File: src/logic/usc_cfg.svh
`ifndef USC_CFG_SVH
`define USC_CFG_SVH

// register byte addresses
`define USC_ADDR_CTRL      32'h400e0600
`define USC_ADDR_INT_EN    32'h400e0608
`define USC_ADDR_INT_DIS   32'h400e060c
`define USC_ADDR_MASK      32'h400e0610
`define USC_ADDR_STATUS    32'h400e0614
`define USC_ADDR_RX_HOLD   32'h400e0618
`define USC_ADDR_TX_HOLD   32'h400e061c
`define USC_ADDR_BAUD      32'h400e0620
`define USC_ADDR_MATCH     32'h400e0624
`define USC_ADDR_LOCK      32'h400e06e4

// status and mask bit positions
`define USC_BIT_RX_AVAIL   0
`define USC_BIT_TX_FREE    1
`define USC_BIT_RX_DMA     3
`define USC_BIT_TX_DMA     4
`define USC_BIT_OVERRUN    5
`define USC_BIT_FRAME      6
`define USC_BIT_PARITY     7
`define USC_BIT_TX_IDLE    9
`define USC_BIT_TX_BUFE    11
`define USC_BIT_RX_BUFF    12
`define USC_BIT_MATCH      15
`define USC_INT_BITS       16'h9afb

// control bits
`define USC_CTRL_CLR_STAT  8
`define USC_CTRL_REARM     12

// match window fields
`define USC_MW_LOW_LSB     0
`define USC_MW_GATE_BIT    12
`define USC_MW_PAR_BIT     14
`define USC_MW_HIGH_LSB    16

// write lock
`define USC_LOCK_KEY       24'h554152
`define USC_LOCK_EN_BIT    0

// baud generator
`define USC_OVERSAMPLE     16
`define USC_DIV_RESET      16'h0000

`endif

File: src/logic/usc_pkg.sv
`default_nettype none
package usc_pkg;

    typedef struct packed {
        logic [15:0] intMask;
        logic        rxAvail;
        logic        overrun;
        logic        frameErr;
        logic        parityErr;
        logic        match;
        logic [7:0]  rxChar;
        logic [7:0]  txChar;
        logic        txValid;
        logic [15:0] divisor;
        logic [7:0]  matchLow;
        logic [7:0]  matchHigh;
        logic        gateSel;
        logic        parCheck;
        logic        lockEn;
        logic        armed;
        logic        wakeReq;
        logic [31:0] rdData;
    } usc_state_t;

    typedef struct packed {
        logic [15:0] divCnt;
        logic [3:0]  subCnt;
        logic        sampleTick;
        logic        bitTick;
    } usc_baud_state_t;

endpackage : usc_pkg
`default_nettype wire

File: src/logic/usc_match_if.sv
`timescale 1ns/1ps
`default_nettype none
interface usc_match_if;
    logic [7:0] rxChar;
    logic [7:0] low;
    logic [7:0] high;
    logic       parityErr;
    logic       parCheck;
    logic       hit;

    modport unit (input rxChar, input low, input high, input parityErr, input parCheck,
                  output hit);
    modport host (output rxChar, output low, output high, output parityErr,
                  output parCheck, input hit);
endinterface : usc_match_if
`default_nettype wire

File: src/logic/usc_match_unit.sv
`timescale 1ns/1ps
`default_nettype none
module usc_match_unit (
    usc_match_if.unit m
);
    logic inWindow;

    assign inWindow = (m.rxChar >= m.low) && (m.rxChar <= m.high);
    // a bad parity only vetoes the hit when the check is switched on
    assign m.hit    = inWindow && !(m.parCheck && m.parityErr);
endmodule : usc_match_unit
`default_nettype wire

File: src/logic/usc_baud_gen.sv
`timescale 1ns/1ps
`default_nettype none
`include "usc_cfg.svh"
module usc_baud_gen #(
    parameter int DIV_W = 16
) (
    input  wire logic             clk,
    input  wire logic             rst_n,
    input  wire logic [DIV_W-1:0] divisor,
    output logic                  sampleTick,
    output logic                  bitTick
);
    if (DIV_W < 1 || DIV_W > 16) begin : g_chk
        $error("usc_baud_gen: DIV_W must be 1..16");
    end

    usc_pkg::usc_baud_state_t cur_reg;
    usc_pkg::usc_baud_state_t cur_next;

    always_comb begin
        cur_next            = cur_reg;
        cur_next.sampleTick = 1'b0;
        cur_next.bitTick    = 1'b0;
        if (divisor == '0) begin
            cur_next.divCnt = 16'h0000;
            cur_next.subCnt = 4'h0;
        end else if (cur_reg.divCnt >= 16'(divisor - 1'b1)) begin
            cur_next.divCnt     = 16'h0000;
            cur_next.sampleTick = 1'b1;
            cur_next.subCnt     = cur_reg.subCnt + 4'h1;
            // one bit period every sixteen sample ticks
            cur_next.bitTick    = (cur_reg.subCnt == 4'(`USC_OVERSAMPLE - 1));
        end else begin
            cur_next.divCnt = cur_reg.divCnt + 16'h0001;
        end
    end

    always_ff @(posedge clk or negedge rst_n) begin
        if (!rst_n) begin
            cur_reg <= '0;
        end else begin
            cur_reg <= cur_next;
        end
    end

    assign sampleTick = cur_reg.sampleTick;
    assign bitTick    = cur_reg.bitTick;
endmodule : usc_baud_gen
`default_nettype wire

File: src/logic/usc_status_regs.sv
// Contract
// - mask view bit reads 1 when its interrupt is enabled; read-only
// - rx char available set on char load, cleared by read or receiver disable
// - tx hold free is 0 while a char waits or transmitter disabled
// - status bits 3 and 4 mirror receive and transmit dma done
// - overrun flag bit 5 sticky until status clear command
// - framing error flag bit 6 sticky until status clear command
// - parity error flag bit 7 sticky until status clear command
// - tx idle bit 9 set only when hold empty, shifter idle, enabled
// - bits 11 and 12 mirror tx dma buffer empty and rx dma buffer full
// - match flag bit 15 set on matching char, sticky until status clear
// - rx holding read returns last received char in bits 7:0
// - tx holding write queues char behind the one shifting out
// - divisor zero stops baud clock; else rate is clock over 16 times divisor
// - match needs char between low and high values inclusive
// - match requests wake-up when partial wake is enabled
// - gate mode 0 takes all chars; mode 1 waits for a match
// - parity check on cancels match and wake-up on parity error
// - lock enable changes only with key 0x554152 in bits 31:8
// - match window layout: low 7:0, gate 12, parity 14, high 23:16
// - status clear command clears parity, framing, match and overrun flags
// - enable write sets mask bits, disable write clears them
// - wrong key discards lock write; key field reads zero
`timescale 1ns/1ps
`default_nettype none
`include "usc_cfg.svh"
module usc_status_regs (
    input  wire logic        clk,
    input  wire logic        rst_n,
    input  wire logic [31:0] busAddr,
    input  wire logic [31:0] busWdata,
    input  wire logic        busWrite,
    input  wire logic        busRead,
    output logic      [31:0] busRdata,
    input  wire logic        rxCharStrobe,
    input  wire logic [7:0]  rxCharData,
    input  wire logic        rxParityErr,
    input  wire logic        rxFrameErr,
    input  wire logic        rxEnabled,
    input  wire logic        txEnabled,
    input  wire logic        txShiftBusy,
    input  wire logic        txTake,
    input  wire logic        rxDmaDone,
    input  wire logic        txDmaDone,
    input  wire logic        txDmaBufEmpty,
    input  wire logic        rxDmaBufFull,
    input  wire logic        partialWakeEnable,
    output logic             rxGateOpen,
    output logic             txHoldValid,
    output logic      [7:0]  txHoldChar,
    output logic             sampleTick,
    output logic             bitTick,
    output logic             wakeReq,
    output logic             irq
);
    usc_pkg::usc_state_t cur_reg;
    usc_pkg::usc_state_t cur_next;

    usc_match_if matchBus ();

    logic        wrCtrl;
    logic        wrIntEn;
    logic        wrIntDis;
    logic        wrTxHold;
    logic        wrBaud;
    logic        wrMatch;
    logic        wrLock;
    logic        rdRxHold;
    logic        clrStatus;
    logic        accept;
    logic        charLoad;
    logic [31:0] statusWord;

    usc_match_unit u_match (
        .m (matchBus.unit)
    );

    usc_baud_gen #(
        .DIV_W (16)
    ) u_baud (
        .clk        (clk),
        .rst_n      (rst_n),
        .divisor    (cur_reg.divisor),
        .sampleTick (sampleTick),
        .bitTick    (bitTick)
    );

    assign matchBus.rxChar    = rxCharData;
    assign matchBus.low       = cur_reg.matchLow;
    assign matchBus.high      = cur_reg.matchHigh;
    assign matchBus.parityErr = rxParityErr;
    assign matchBus.parCheck  = cur_reg.parCheck;

    assign wrCtrl    = busWrite && (busAddr == `USC_ADDR_CTRL);
    assign wrIntEn   = busWrite && (busAddr == `USC_ADDR_INT_EN);
    assign wrIntDis  = busWrite && (busAddr == `USC_ADDR_INT_DIS);
    assign wrTxHold  = busWrite && (busAddr == `USC_ADDR_TX_HOLD);
    assign wrBaud    = busWrite && (busAddr == `USC_ADDR_BAUD);
    assign wrMatch   = busWrite && (busAddr == `USC_ADDR_MATCH);
    assign wrLock    = busWrite && (busAddr == `USC_ADDR_LOCK);
    assign rdRxHold  = busRead && (busAddr == `USC_ADDR_RX_HOLD);
    assign clrStatus = wrCtrl && busWdata[`USC_CTRL_CLR_STAT];

    // in gate mode 1 the matching character itself opens the gate and is kept
    assign accept   = !cur_reg.gateSel || cur_reg.armed || matchBus.hit;
    assign charLoad = rxCharStrobe && accept;

    always_comb begin
        statusWord                     = 32'h0000_0000;
        statusWord[`USC_BIT_RX_AVAIL]  = cur_reg.rxAvail;
        statusWord[`USC_BIT_TX_FREE]   = txEnabled && !cur_reg.txValid;
        statusWord[`USC_BIT_RX_DMA]    = rxDmaDone;
        statusWord[`USC_BIT_TX_DMA]    = txDmaDone;
        statusWord[`USC_BIT_OVERRUN]   = cur_reg.overrun;
        statusWord[`USC_BIT_FRAME]     = cur_reg.frameErr;
        statusWord[`USC_BIT_PARITY]    = cur_reg.parityErr;
        statusWord[`USC_BIT_TX_IDLE]   = txEnabled && !cur_reg.txValid && !txShiftBusy;
        statusWord[`USC_BIT_TX_BUFE]   = txDmaBufEmpty;
        statusWord[`USC_BIT_RX_BUFF]   = rxDmaBufFull;
        statusWord[`USC_BIT_MATCH]     = cur_reg.match;
    end

    always_comb begin
        cur_next = cur_reg;

        // clears first, so that a same-cycle event below wins
        if (clrStatus) begin
            cur_next.parityErr = 1'b0;
            cur_next.frameErr  = 1'b0;
            cur_next.overrun   = 1'b0;
            cur_next.match     = 1'b0;
        end
        if (wrCtrl && busWdata[`USC_CTRL_REARM]) begin
            cur_next.armed   = 1'b0;
            cur_next.wakeReq = 1'b0;
        end

        if (wrIntEn) begin
            cur_next.intMask = cur_next.intMask | (busWdata[15:0] & `USC_INT_BITS);
        end
        if (wrIntDis) begin
            cur_next.intMask = cur_next.intMask & ~(busWdata[15:0] & `USC_INT_BITS);
        end

        if (rdRxHold || !rxEnabled) begin
            cur_next.rxAvail = 1'b0;
        end

        if (wrTxHold) begin
            cur_next.txValid = 1'b1;
            cur_next.txChar  = busWdata[7:0];
        end else if (txTake) begin
            cur_next.txValid = 1'b0;
        end

        // locked registers silently keep their value
        if (wrBaud && !cur_reg.lockEn) begin
            cur_next.divisor = busWdata[15:0];
        end
        if (wrMatch && !cur_reg.lockEn) begin
            cur_next.matchLow  = busWdata[`USC_MW_LOW_LSB +: 8];
            cur_next.matchHigh = busWdata[`USC_MW_HIGH_LSB +: 8];
            cur_next.gateSel   = busWdata[`USC_MW_GATE_BIT];
            cur_next.parCheck  = busWdata[`USC_MW_PAR_BIT];
        end
        if (wrLock && busWdata[31:8] == `USC_LOCK_KEY) begin
            cur_next.lockEn = busWdata[`USC_LOCK_EN_BIT];
        end

        if (rxCharStrobe && matchBus.hit) begin
            cur_next.match = 1'b1;
            if (cur_reg.gateSel) begin
                cur_next.armed = 1'b1;
            end
            if (partialWakeEnable) begin
                cur_next.wakeReq = 1'b1;
            end
        end
        if (charLoad) begin
            // unread old char being replaced is an overrun unless read this cycle
            if (cur_reg.rxAvail && !rdRxHold) begin
                cur_next.overrun = 1'b1;
            end
            if (rxParityErr) begin
                cur_next.parityErr = 1'b1;
            end
            cur_next.rxAvail = rxEnabled;
            cur_next.rxChar  = rxCharData;
        end
        if (rxFrameErr) begin
            cur_next.frameErr = 1'b1;
        end

        cur_next.rdData = 32'h0000_0000;
        if (busRead) begin
            unique case (busAddr)
                `USC_ADDR_MASK:    cur_next.rdData = {16'h0000, cur_reg.intMask};
                `USC_ADDR_STATUS:  cur_next.rdData = statusWord;
                `USC_ADDR_RX_HOLD: cur_next.rdData = {24'h000000, cur_reg.rxChar};
                `USC_ADDR_BAUD:    cur_next.rdData = {16'h0000, cur_reg.divisor};
                `USC_ADDR_MATCH: begin
                    cur_next.rdData[`USC_MW_LOW_LSB +: 8]  = cur_reg.matchLow;
                    cur_next.rdData[`USC_MW_HIGH_LSB +: 8] = cur_reg.matchHigh;
                    cur_next.rdData[`USC_MW_GATE_BIT]      = cur_reg.gateSel;
                    cur_next.rdData[`USC_MW_PAR_BIT]       = cur_reg.parCheck;
                end
                `USC_ADDR_LOCK:    cur_next.rdData = {31'h0, cur_reg.lockEn};
                default:           cur_next.rdData = 32'h0000_0000;
            endcase
        end
    end

    always_ff @(posedge clk or negedge rst_n) begin
        if (!rst_n) begin
            cur_reg <= '0;
        end else begin
            cur_reg <= cur_next;
        end
    end

    assign busRdata    = cur_reg.rdData;
    assign rxGateOpen  = !cur_reg.gateSel || cur_reg.armed;
    assign txHoldValid = cur_reg.txValid;
    assign txHoldChar  = cur_reg.txChar;
    assign wakeReq     = cur_reg.wakeReq;
    assign irq         = |(statusWord[15:0] & cur_reg.intMask);
endmodule : usc_status_regs
`default_nettype wire

File: config.mk
export PLATFORM = sky130hd
export DESIGN_NAME = usc_status_regs
export DESIGN_NICKNAME = d
export VERILOG_FILES = /design/src/logic/usc_pkg.sv /design/src/logic/usc_match_if.sv /design/src/logic/usc_match_unit.sv /design/src/logic/usc_baud_gen.sv /design/src/logic/usc_status_regs.sv
export VERILOG_INCLUDE_DIRS = /design/src /design/src/logic
export SDC_FILE = /design/constraint.sdc
export NUM_CORES = 1
export LEC_CHECK = 0
export BUFFER_PORTS_ARGS = -buffer_cell sky130_fd_sc_hd__buf_2
export CORE_MARGIN = 1.5
export CORE_UTILIZATION = 41
export CTS_BUF_LIST = sky130_fd_sc_hd__clkbuf_16
export DETAILED_ROUTE_END_ITERATION = 10
export SLEW_MARGIN = 5
export SYNTH_ARGS = -nofsm -noshare
export SYNTH_HDL_FRONTEND = slang
export SYNTH_SLANG_ARGS = --single-unit
File: constraint.sdc
create_clock -name clk -period 6.6 [get_ports clk]
set_input_delay 1.32 -clock clk [delete_from_list [all_inputs] [get_ports clk]]
set_output_delay 1.32 -clock clk [all_outputs]
set_load 0.01 [all_outputs]
* Word-level counts from Yosys, hierarchy flattened
Cells that the tools add are included.
Storage, ports and cells: register bits after elaboration 129
Cells by class: muxes and demuxes 28, magnitude comparators 3, reduce and logical (&&, ||, !) cells 38, bitwise gates (word level) 4, equal/unequal tests 12, add/subtract/negate cells 3
Operator list (count):
- $eq A32 B31 Y1 const B | 10
- $mux W16 | 3
- $pmux W8 S6 | 1
- $and A16 B16 Y16 | 2
- $eq A24 B23 Y1 const B | 1
- $mux W24 | 1
- $logic_and A1 B1 Y1 | 21
- $mux W20 | 1
- $add A16 B1 Y16 const B | 1
- $ge A16 B16 Y1 | 1
- $logic_not A16 Y1 | 1
- $not A16 Y16 | 1
- $or A16 B16 Y16 | 1
- $reduce_or A16 Y1 | 1
- $sub A16 B1 Y16 const B | 1
- $pmux W4 S3 | 1
- $mux W1 | 10
- $reduce_bool A2 Y1 | 5
- $ge A8 B8 Y1 | 1
- $le A8 B8 Y1 | 1
- $mux W2 | 4
- $mux W8 | 1
- $logic_not A1 Y1 | 7
- $mux W6 | 1
- 7 further kinds | 10

* Longest topological paths before layout
word-level depth 6, mapped depth 15, mapped depth without buffers 12

* Hierarchy
A second synthesis with hierarchy kept.
Second synthesis, totals: cells, all modules 604, area total of the unflattened synthesis 6536.3 µm²
Modules (own cells, without submodules):
- usc_status_regs | area an instance 4531.8 µm², times used 1, cells each 381
- usc_baud_gen | area an instance 1596.5 µm², times used 1, cells each 172
- usc_match_unit | area an instance 407.9 µm², times used 1, cells each 51

* Least setup slack after synthesis
OpenSTA, ideal clock, no wires.
kind register to register, start register cur_reg[58] (netlist bit), end register u_baud.cur_reg[12] (netlist bit), setup slack 3.004 ns, clock period less this slack 3.596 ns, setup time 0.119 ns, required time 6.481 ns, stages on the path, launching flop included 15, buffers on the path 2, arrival 3.478 ns, path through dfrtp_1 -> nor4_2 -> nand2b_1 -> or4b_4 -> nor4_1 -> xnor2_1 -> ha_1 -> nand4_1 -> or4_1 -> o32a_1 -> nand3_1 -> or2_1 -> buf_4 -> buf_6 -> nor2_1
RTL lines:
- start, declared | RTL line usc_status_regs.sv:56 | usc_pkg::usc_state_t cur_reg;
- start signal, assigned | RTL line usc_status_regs.sv:217 | cur_reg <= cur_next;
- end signal, assigned | RTL line usc_baud_gen.sv:42 | cur_reg <= cur_next;
- end, declared | RTL line usc_baud_gen.sv:17 | usc_pkg::usc_baud_state_t cur_reg;

==> impl_metrics.yaml <==
worst_setup_path:
  worstPathArrival_ns: 4.37
  worstPathRequired_ns: 6.88
  critPathKind: "reg2reg"
  start_kind: "register"
  cp-end-kind: "register"
  crit_fanout: 16
outcome:
  run_status: "finished clean"
timing:
  worst_pin_slew_ns: 1.19
  setup_viol: 0
  skew_ns: 0.00567
  finalHoldViolCount: 0
  tns_ns: 0
  whs_ns: 0.493
  period_share: 0.619
  slew-limit-headroom: 0.203
  max_freq_mhz: 245
  timing.final.max_slew_violations: 0
  rsz0062_at_grt: "false"
  min_period_ns: 4.09
logic_synthesis:
  async_flop_share: 1.00
  post_synth.cell_area_avg_um2: 10.2
  netlist_area_mm2: 0.00632
  synth.most_common_cell: "dfrtp_1"
  yosysTopAreaCell: "dfrtp_1"
  ys_ff_latch: 116
  yosysSeqAreaShare: 0.459
  synthFlopType: "dfrtp_1"
  synth_cell_types: 53
  synth_common_cells: "116 x dfrtp_1, 49 x nor2_1, 48 x nand2_1"
  synthTopCellsByArea: "dfrtp_1 46%, ha_1 6.9%, mux2_2 6.2%"
  synth-edff-count: 0
  synthCells: 617
  yosys.area.top_type_share: 0.459
  yosysWarnings: 0
clocking:
  cts_resized: 0
  cts_sinks: 116
  post_cts_buffers: 0
  cts_max_level: 4
  path_clk_slew_ns: 0.05
  insertion_delay_ns: 0.42
  root_buffer: "clkbuf_16"
  numCtsBuffers: 17
  clk_path_buf_depth: 2
  cts_hold_buffers: 0
  cts_tree: "built"
grt:
  grt-ovfl-total: 0
  grt_pass1_vias: 4767
  grt_pass1_wl_um: 26300
  antenna_found_initial: 1
  grt_max_degree: 73
  grt_util_all_layers: 0.220
place:
  gp_congestion: 1.02
  place_hpwl_um: 13100
  io_buffers: 125
  place_inst: 880
detailed_routing:
  drtIter0Drc: 379
  drt_first_pass_iters: 5
  vias: 4999
  ant_nets: 0
  wirelength_um: 17000
  via_per_inst: 5.49
  wl_per_cell_um: 18.7
  drc: 0
finish:
  final_nets: 834
  final_util: 0.490
  syn_to_final_growth_pct: 17.4
  antenna_cells: 0
  largest_register_ffs: 32
  stdcell_count: 911
  layout-drive-gt1-share: 0.271
  num-fill-cells: 1409
hold_path:
  hold_class: "reg2reg"
floorplanning:
  die_height_um: 127
  rows: 45
  die-area_mm2: 0.0162
  start_util: 0.417
  fp.coreArea_mm2: 0.0151
  ioPinCount: 134
  fp.dieW_um: 127
power_and_ir_drop:
  leakage_nw: 3.70
  p_clk_frac: 0.519
  max-vdd-ir-drop_mv: 0.170
  powerDensity_mw_per_mm2: 232
  pwr-share-seq: 0.425
  total_power_mw: 1.72
  p_switching_mw: 0.383
  swShare: 0.222
  p_int_mw: 1.34
  pwr-share-comb: 0.056
flow_run:
  maxCapViolations: 0
placed cells by master (no fill, tap or decap), types with 9 or more instances in the layout:
master / Yosys / final
buf_2: 1 / 124
dfrtp_1: 116 / 116
nor2_1: 49 / 49
nand2_1: 48 / 48
a21oi_1: 43 / 43
mux2_2: 35 / 35
ha_1: 35 / 35
inv_1: 23 / 24
o21ai_0: 24 / 24
clkbuf_16: 0 / 17
xor2_1: 16 / 16
xnor2_1: 15 / 15
nand3_1: 14 / 14
a22oi_1: 13 / 13
and3_1: 13 / 13
nand4_1: 11 / 11
and2_1: 10 / 10
a22o_1: 9 / 9
area by class of cell:
type	instances	area, um2	area share
clock buffers	17	425	0.0573
clock inverters	14	145	0.0196
inverters	23	86.3	0.0116
multi-input cells	425	2970	0.401
flip-flops and latches	116	2900	0.391
well taps	188	235	0.0317
repair buffers	128	651	0.0877
power groups by stage:
| stage | clock network, mW | registers (mW) | logic [mW] |
|---|---|---|---|
| after floorplan | 0 | 0.739 | 0.0370 |
| after global placement | 0 | 0.743 | 0.0941 |
| after detailed placement | 0 | 0.743 | 0.0966 |
| after CTS | 0.912 | 0.731 | 0.0972 |
| after global routing | 0.948 | 0.732 | 0.107 |
| final | 0.895 | 0.731 | 0.0965 |
metrics by stage:
| stage | worst slack, ns | area [um2] |
|---|---|---|
| finish | 2.51 | 7420 |
| detailed placement | 2.37 | 6840 |
| floorplan | 3.00 | 6340 |
| global placement | 2.47 | 6840 |
| CTS | 2.52 | 7410 |
| global route | 2.15 | 7420 |
kinds of logic after synthesis:
logic type / count (synthesis) / share of synthesized area
AO/OA/AOI/OAI: 118 / 0.117
XOR/XNOR: 31 / 0.0430
adder cells (fa/ha/maj): 35 / 0.0693
buffers and inverters: 83 / 0.0768
flip-flops: 116 / 0.459
multiplexers: 37 / 0.0655
other: 1 / 0.000593
AND/OR/NAND/NOR: 196 / 0.168
critical path, stage by stage (launching register included):
cell and delay [ns]:
dfrtp_1 0.43, nor4_2 0.31, nand2b_1 0.16, nor4_1 0.59, nand2_1 0.14, xor2_1 0.18, ha_1 0.32, nand4_1 0.15
or4_1 0.54, o32a_1 0.35, nand3_1 0.19, or2_1 0.48, nor2_1 0.11
path summary, 6_finish.rpt:
path	cells past startpoint	to	slack, ns	start
max	12	u_baud.cur_reg[9]	2.51	cur_reg[57]
min	1	cur_reg[33]	0.49	cur_reg[33]
max reg2reg	12	u_baud.cur_reg[9]	2.51	cur_reg[57]
min reg2reg	1	cur_reg[33]	0.49	cur_reg[33]
max in group asynchronous	2	u_baud.cur_reg[9]	4.37	rst_n
min in group asynchronous	1	busRdata[18]	0.89	rst_n
routing by layer:
layer,vias up,global-route usage,part of all wire
met1,2396,0.305,0.46
li1,2345,-,-
met2,221,0.330,0.44
met5,-,0,0.00053
met3,35,0.0574,0.077
met4,2,0.0882,0.021
Note: power is estimated with default switching activity, not from simulation.
